[src/core/lrar_pkg.sv]
// constants for the legacy region access router
// Notes on behaviour
// - Setting bits 13 to 12 route reads and writes of the 16 KB region ending at 000D3FFFh.
// - Setting bits 11 to 10 route reads and writes of 000CC000h through 000CFFFFh.
// - Setting bits 9 to 8 route reads and writes of 000C8000h through 000CBFFFh.
// - A setting of 00 sends both reads and writes of the region to PCI and none to SDRAM.
// - A setting of 01 serves reads from SDRAM and sends writes to PCI.
// - A setting of 10 sends reads to PCI and puts writes into SDRAM.
// - A setting of 11 serves both reads and writes from SDRAM and sends nothing to PCI.
package lrar_pkg;
  localparam int unsigned LRAR_ADDR_W = 32;
  localparam int unsigned LRAR_ATTR_W = 32;
  // =====================================================================
  // region decode
  localparam logic [31:0] LRAR_D0_BASE = 32'h000d0000;
  localparam logic [31:0] LRAR_CC_BASE = 32'h000cc000;
  localparam logic [31:0] LRAR_C8_BASE = 32'h000c8000;
  localparam int unsigned LRAR_REGION_SHIFT = 14;
  // =====================================================================
  // setting field positions (low bit of each pair) in the attribute word
  localparam int unsigned LRAR_D0_POS = 12;
  localparam int unsigned LRAR_CC_POS = 10;
  localparam int unsigned LRAR_C8_POS = 8;
  // within a setting: bit 0 keeps reads local, bit 1 keeps writes local
  localparam int unsigned LRAR_SEL_RD_BIT = 0;
  localparam int unsigned LRAR_SEL_WR_BIT = 1;
  // =====================================================================
  // values after reset
  localparam logic LRAR_RST_REQ = 1'b0;
  localparam logic [31:0] LRAR_RST_ADDR = 32'h00000000;
  localparam logic LRAR_RST_WRITE = 1'b0;
endpackage

[src/core/lrar_router.sv]
// legacy region access router: steers cpu requests to sdram, pci or onward decode
`timescale 1ns/100ps
module lrar_router
  import lrar_pkg::*;
#(
  parameter int unsigned ADDR_W = LRAR_ADDR_W
)
(
  input wire logic mclk_in,
  input wire logic rst_b_in,
  input wire logic req_valid_in,
  input wire logic req_write_in,
  input wire logic [ADDR_W-1:0] req_addr_in,
  input wire logic [LRAR_ATTR_W-1:0] mem_attr_in,
  output logic sdram_req_out,
  output logic pci_req_out,
  output logic other_req_out,
  output logic req_write_out,
  output logic [ADDR_W-1:0] req_addr_out
);

  // =====================================================================
  // parameter checks
  // the region bases and the copied address are fixed at 32 bits
  if (ADDR_W != 32)
  begin : g_addr_w_check
    $error("lrar_router: ADDR_W must be 32");
  end

  if (LRAR_ATTR_W < LRAR_D0_POS + 2)
  begin : g_attr_w_check
    $error("lrar_router: attribute word too narrow for the setting fields");
  end

  // =====================================================================
  // setting fields
  logic [1:0] region_d0_route_sel;
  logic [1:0] region_cc_route_sel;
  logic [1:0] region_c8_route_sel;

  assign region_d0_route_sel = mem_attr_in[LRAR_D0_POS +: 2];
  assign region_cc_route_sel = mem_attr_in[LRAR_CC_POS +: 2];
  assign region_c8_route_sel = mem_attr_in[LRAR_C8_POS +: 2];

  // =====================================================================
  // region match and steering, one instance per region
  logic d0_hit;
  logic d0_local;
  logic cc_hit;
  logic cc_local;
  logic c8_hit;
  logic c8_local;

  lrar_region_route #(
    .ADDR_W(ADDR_W),
    .BASE(LRAR_D0_BASE),
    .BLK_SHIFT(LRAR_REGION_SHIFT)
  )
  u_d0_route
  (
    .addr_in(req_addr_in),
    .write_in(req_write_in),
    .route_sel_in(region_d0_route_sel),
    .hit_out(d0_hit),
    .local_out(d0_local)
  );

  lrar_region_route #(
    .ADDR_W(ADDR_W),
    .BASE(LRAR_CC_BASE),
    .BLK_SHIFT(LRAR_REGION_SHIFT)
  )
  u_cc_route
  (
    .addr_in(req_addr_in),
    .write_in(req_write_in),
    .route_sel_in(region_cc_route_sel),
    .hit_out(cc_hit),
    .local_out(cc_local)
  );

  lrar_region_route #(
    .ADDR_W(ADDR_W),
    .BASE(LRAR_C8_BASE),
    .BLK_SHIFT(LRAR_REGION_SHIFT)
  )
  u_c8_route
  (
    .addr_in(req_addr_in),
    .write_in(req_write_in),
    .route_sel_in(region_c8_route_sel),
    .hit_out(c8_hit),
    .local_out(c8_local)
  );

  // =====================================================================
  // next request state
  logic any_hit;
  logic sel_local;
  logic nxt_sdram_req;
  logic nxt_pci_req;
  logic nxt_other_req;
  logic nxt_write;
  logic [ADDR_W-1:0] nxt_addr;
  logic sdram_req_ff;
  logic pci_req_ff;
  logic other_req_ff;
  logic write_ff;
  logic [ADDR_W-1:0] addr_ff;

  always_comb
  begin
    any_hit = 1'b0;
    sel_local = 1'b0;
    // the regions never overlap, so the order of these tests is free
    if (d0_hit)
    begin
      any_hit = 1'b1;
      sel_local = d0_local;
    end
    else if (cc_hit)
    begin
      any_hit = 1'b1;
      sel_local = cc_local;
    end
    else if (c8_hit)
    begin
      any_hit = 1'b1;
      sel_local = c8_local;
    end
    nxt_sdram_req = req_valid_in & any_hit & sel_local;
    nxt_pci_req = req_valid_in & any_hit & ~sel_local;
    // outside the regions the request goes on untouched to the rest of the decoder
    nxt_other_req = req_valid_in & ~any_hit;
    // write flag and address follow every cycle so the targets see them with the strobe
    nxt_write = req_write_in;
    nxt_addr = req_addr_in;
  end

  always_ff @(posedge mclk_in or negedge rst_b_in)
  begin
    if (!rst_b_in)
    begin
      sdram_req_ff <= LRAR_RST_REQ;
      pci_req_ff <= LRAR_RST_REQ;
      other_req_ff <= LRAR_RST_REQ;
      write_ff <= LRAR_RST_WRITE;
      addr_ff <= ADDR_W'(LRAR_RST_ADDR);
    end
    else
    begin
      sdram_req_ff <= nxt_sdram_req;
      pci_req_ff <= nxt_pci_req;
      other_req_ff <= nxt_other_req;
      write_ff <= nxt_write;
      addr_ff <= nxt_addr;
    end
  end

  // =====================================================================
  // outputs, each straight from its flip-flop
  assign sdram_req_out = sdram_req_ff;
  assign pci_req_out = pci_req_ff;
  assign other_req_out = other_req_ff;
  assign req_write_out = write_ff;
  assign req_addr_out = addr_ff;

endmodule

// =====================================================================
// one legacy region: 16 KB block match and read or write steering
module lrar_region_route
  import lrar_pkg::*;
#(
  parameter int unsigned ADDR_W = LRAR_ADDR_W,
  parameter logic [31:0] BASE = LRAR_C8_BASE,
  parameter int unsigned BLK_SHIFT = LRAR_REGION_SHIFT
)
(
  input wire logic [ADDR_W-1:0] addr_in,
  input wire logic write_in,
  input wire logic [1:0] route_sel_in,
  output logic hit_out,
  output logic local_out
);

  // =====================================================================
  // parameter checks
  if (ADDR_W > 32 || BLK_SHIFT == 0 || BLK_SHIFT >= ADDR_W)
  begin : g_shift_check
    $error("lrar_region_route: block shift must lie inside a 32-bit address");
  end

  // a base off the block grid would split one region over two blocks
  if ((BASE & ((32'h1 << BLK_SHIFT) - 32'h1)) != 32'h0)
  begin : g_base_check
    $error("lrar_region_route: region base must be block aligned");
  end

  // =====================================================================
  // block match
  logic [ADDR_W-BLK_SHIFT-1:0] addr_blk;
  logic [ADDR_W-BLK_SHIFT-1:0] base_blk;

  // comparing block numbers keeps each region exactly one block wide
  assign addr_blk = addr_in[ADDR_W-1:BLK_SHIFT];
  assign base_blk = BASE[ADDR_W-1:BLK_SHIFT];
  assign hit_out = (addr_blk == base_blk);

  // =====================================================================
  // steering: bit 0 keeps reads local, bit 1 keeps writes local
  // 00 all pci, 01 reads local, 10 writes local, 11 all local
  always_comb
  begin
    if (write_in)
    begin
      local_out = route_sel_in[LRAR_SEL_WR_BIT];
    end
    else
    begin
      local_out = route_sel_in[LRAR_SEL_RD_BIT];
    end
  end

endmodule

[config.mk]
export PLATFORM = sky130hd
export DESIGN_NAME = lrar_router
export DESIGN_NICKNAME = d
export VERILOG_FILES = /design/src/core/lrar_pkg.sv /design/src/core/lrar_router.sv
export SDC_FILE = /design/constraint.sdc
export NUM_CORES = 1
export LEC_CHECK = 0
export BUFFER_PORTS_ARGS = -buffer_cell sky130_fd_sc_hd__buf_2
export CAP_MARGIN = 0
export CORE_UTILIZATION = 34
export DETAILED_ROUTE_END_ITERATION = 10
export PLACE_DENSITY = 0.78
export SYNTH_ARGS = -nofsm -noshare
export SYNTH_HDL_FRONTEND = slang
export SYNTH_SLANG_ARGS = --single-unit
[constraint.sdc]
create_clock -name mclk_in -period 0.8 [get_ports mclk_in]
set_input_delay 0.12 -clock mclk_in [delete_from_list [all_inputs] [get_ports mclk_in]]
set_output_delay 0.12 -clock mclk_in [all_outputs]
set_load 0.02 [all_outputs]
==> results by stage <==
Worst setup path:
- By startpoint and endpoint, the worst setup path is classified as reg2out.
- The signal on the critical path passes through buf_6.
- The delay of the slowest critical-path stage is 0.43 ns.
- The worst setup path is launched from a flop.
- Data arrives at the worst endpoint at 0.92 ns.
- The slowest stage of the critical path belongs to the cell dfrtp_1.
- The count of buffer and inverter cells on the critical path is 1.
- The maximum net fanout on the critical path is 1.
- The gate family responsible for the most delay along the worst path is flip-flops.
- The critical path capture point type is an output port.
- The required time of the critical path is 0.68 ns.

Yosys:
- The cell with the most instances after synthesis is dfrtp_1.
- The area share of the largest cell type after synthesis is 85.9%.
- The synthesized netlist devotes 0% of its cell area to adder and majority cells.
- The synthesized netlist devotes 2.63% of its cell area to compound gates.
- The sequential-to-total area share from yosys stat is 85.9%.
- Measured against the total synthesized area, the mux share comes to 3.22%.
- By area the synthesized netlist is led by dfrtp_1 (86%), mux4_2 (2.1%), nor3b_1 (2.1%).
- In this run, synthesis inferred 0 flip-flops with an integrated enable.
- The dominant synthesized flop cell is dfrtp_1.
- After synthesis, the largest family of logic cells by area is simple AND/OR/NAND/NOR gates.
- The commonest cells after synthesis are dfrtp_1 (36), nor3b_1 (3), nor4_1 (2).
- The average cell area after synthesis is 19.8 sq um.
- The mapped netlist covers 1050 sq um.
- Counting every instance in the synthesized netlist gives 53.
- Summing the areas of all and, or, nand and nor instances in the mapped netlist gives 7.88% of the synthesized area.
- The number of different library cells used by synthesis comes to 15.
- The biggest area contributor in the post-synthesis netlist is dfrtp_1.
- Counting flops and latches in the post-synthesis netlist gives 36.
- After synthesis, the share of flip-flops with an asynchronous set or reset is 100%.
- The synthesized netlist net count is 121.
- Of the total synthesized cell area, the portion taken by XOR and XNOR cells is 0%.
- Yosys printed 0 warnings.

Floorplanning:
- The height of the die is 57.5 microns.
- The floorplan step defined a die boundary enclosing 3310 sq um.
- The core outline area is 2830 sq um.
- For this configuration, the core starts out at a cell density of 37.1%.
- For this design the top-level I/O count stands at 104.
- In this run the core area contains 19 standard-cell rows.
- The width of the die is 57.5 microns.

Place:
- The congestion estimate from routability-driven global placement came to 0.624.
- Counting tap cells, the placed design contains a total of 163 instances.
- In this run the tool buffered the top-level ports with 77 buffer cells.

Timing:
- The remaining max-slew budget at the tightest pin is 81.9%.
- After layout, the minimum clock period comes to 1.04 ns.
- The transition time at the pin with the least slew margin is 0.270 ns.
- The number of hold violations in the final report is 0.
- The post-route fraction of the period consumed by the critical path is 130%.
- Setup repair after global routing could not meet its margin everywhere.
- Static timing analysis puts the maximum clock frequency at 964 MHz.
- The final number of max-transition violations is 0.
- Setup violations remaining at the end of the flow were counted as 36.
- Setup slack on the critical path of the routed design comes to -0.237 ns.

Final layout:
- The count of cells in the finished layout, fillers not included, comes to 205.
- 0 antenna diodes ended up in the layout.
- The layout overhead on the synthesized area is 108%.
- The multi-input gate area in the final layout is 176 sq um.
- Registers take 901 sq um.
- The fraction of layout cells with a size suffix above 1 is 55.2%.
- The number of nets in the finished design is 242.
- The final core area utilization is 77.1%.
- Fill cells in the final layout number 155.

Status:
- The final reports fail on design-rule violations, negative setup slack.
- The flow ran to the end, but the final reports show violations.

Flow run:
- Max-cap violations in this run came to 0.

Clock tree:
- In this run, CTS created clock tree buffers numbering 5.
- TritonCTS built the clock tree.
- The maximum number of buffers from clock root to sink is 2.
- Clock tree synthesis found a total of 36 sinks.
- After clock tree synthesis, the clock-pin slew on the worst setup and hold paths is 0.12 ns.
- CTS built an H-tree with a depth of 2.
- The tree is rooted in a clkbuf_4.

Global route:
- Global routing used 23.8% of the available tracks across all layers.
- The via count of the first global-routing pass was 1,038.
- The total overflow left after global routing is 0.
- Entering global routing, the biggest net connects 30 pins.
- The initial antenna violation count is 0.
- The first global-routing pass estimated 5500 microns of wire.

Hold path:
- The worst hold-check path type is in2reg.
- The end point of the most critical hold path is other_req_out.
- The source of the worst hold timing path is req_valid_in.
- Counting instances, the worst hold path has a depth of 2.

Detailed routing:
- The top metal layer carrying routed signals is met4.
- The routed length per placed instance is 17.8 microns.
- For this block, the initial DRC count from the detailed router was 25.
- The wire length on met2 is 1860 microns.
- Dividing the detail-routed via count by the number of cells gives 4.70.
- The wire length on met1 is 1380 microns.
- The met3 wire length is 368 microns.
- The number of remaining DRC errors is 10.
- Before antenna repair, the detailed router went through 8 iterations.
- The final wirelength is 3650 microns.
- The count of vias placed by the detailed router is 964.
- The number of nets with antenna violations after detailed routing is 0.

Power and ir drop:
- The worst-case vdd ir drop is 736 uV.
- In this run the power density over the cells is 1720 nW/um^2.
- The analysis attributes to cell leakage a power of 1.05 nW.
==> where the power goes <==
part	switching, mW	internal (mW)
Combinational	0.295	0.398
Sequential	0.0508	1.91
Clock	0.611	0.499
Total	0.957	2.80
==> through the flow <==
step / instance area (sq um) / setup TNS, ns / power [mW] / setup slack [ns] / hold slack, ns
after global placement: 1530 / -0.887 / 2.38 / -0.328 / -0.0258
after global routing: 2180 / -7.91 / 3.87 / -0.259 / 0.0212
after detailed placement: 1530 / -1.03 / 2.39 / -0.387 / -0.0204
final: 2180 / -6.74 / 3.76 / -0.237 / 0.0274
after floorplan: 1080 / -0.357 / 2.13 / -0.183 / -0.176
after CTS: 2180 / -6.23 / 3.69 / -0.193 / 0.0268
==> what timing repair did <==
item                                   CTS  global route
endpoints found under the hold margin   69             0
setup buffers                            1             0
hold buffers                            34             0
pin swaps                                1             2
setup endpoints to repair               37            38
gates resized for setup                 75             1
==> registers in the layout (all words and copies together) (netlist names) <==
name,cells
other_req_out,1
pci_req_out,1
req_write_out,1
sdram_req_out,1
req_addr_out,32
==> cell usage in the layout (no fill, tap or decap) <==
cell type / Yosys / routed
nand2b_1: 1 / 1
nor4_2: 0 / 2
nor3b_2: 0 / 1
buf_8: 0 / 1
buf_2: 0 / 40
inv_1: 1 / 1
dlygate4sd3_1: 0 / 34
buf_6: 0 / 36
dfrtp_1: 36 / 36
nor4b_4: 0 / 1
nor3b_1: 3 / 2
nor2_1: 1 / 1
clkbuf_8: 0 / 2
a22oi_1: 1 / 1
buf_4: 0 / 2
buf_12: 0 / 1
nand4_1: 1 / 1
a211oi_2: 1 / 1
mux2_2: 1 / 1
o21a_1: 1 / 1
nand2b_4: 1 / 1
clkbuf_4: 0 / 5
mux4_2: 1 / 1
and2b_2: 1 / 1
==> how the worst max path moves through the flow <==
stage                      from               end  slack (ns)  depth (start not counted)
2_1_floorplan      req_write_in       pci_req_out       -0.18                          3
3_3_place_gp       req_write_in       pci_req_out       -0.33                          4
3_5_place_dp       req_write_in       pci_req_out       -0.39                          4
4_1_cts             pci_req_out       pci_req_out       -0.19                          1
5_1_grt        req_addr_out[13]  req_addr_out[13]       -0.26                          1
6_report       req_addr_out[13]  req_addr_out[13]       -0.24                          1
==> metal layers <==
metal  up-vias  track usage [%]
met5         -                0
met4         0             10.1
met3         4             10.2
met2        66             39.2
met1       472             26.9
li1        422                -
==> logic make-up after synthesis <==
| group | Yosys count |
|---|---|
| flops | 36 |
| simple gates | 11 |
| compound gates | 3 |
| mux | 2 |
| buf+inv | 1 |
==> cell type report <==
type	instances	area share, %
well taps	31	1.78
clock buffers	7	2.98
inverters	1	0.172
repair buffers	114	45.7
multi-input cells	16	8.09
flip-flops and latches	36	41.3
Power figures use the tool's default switching activity.
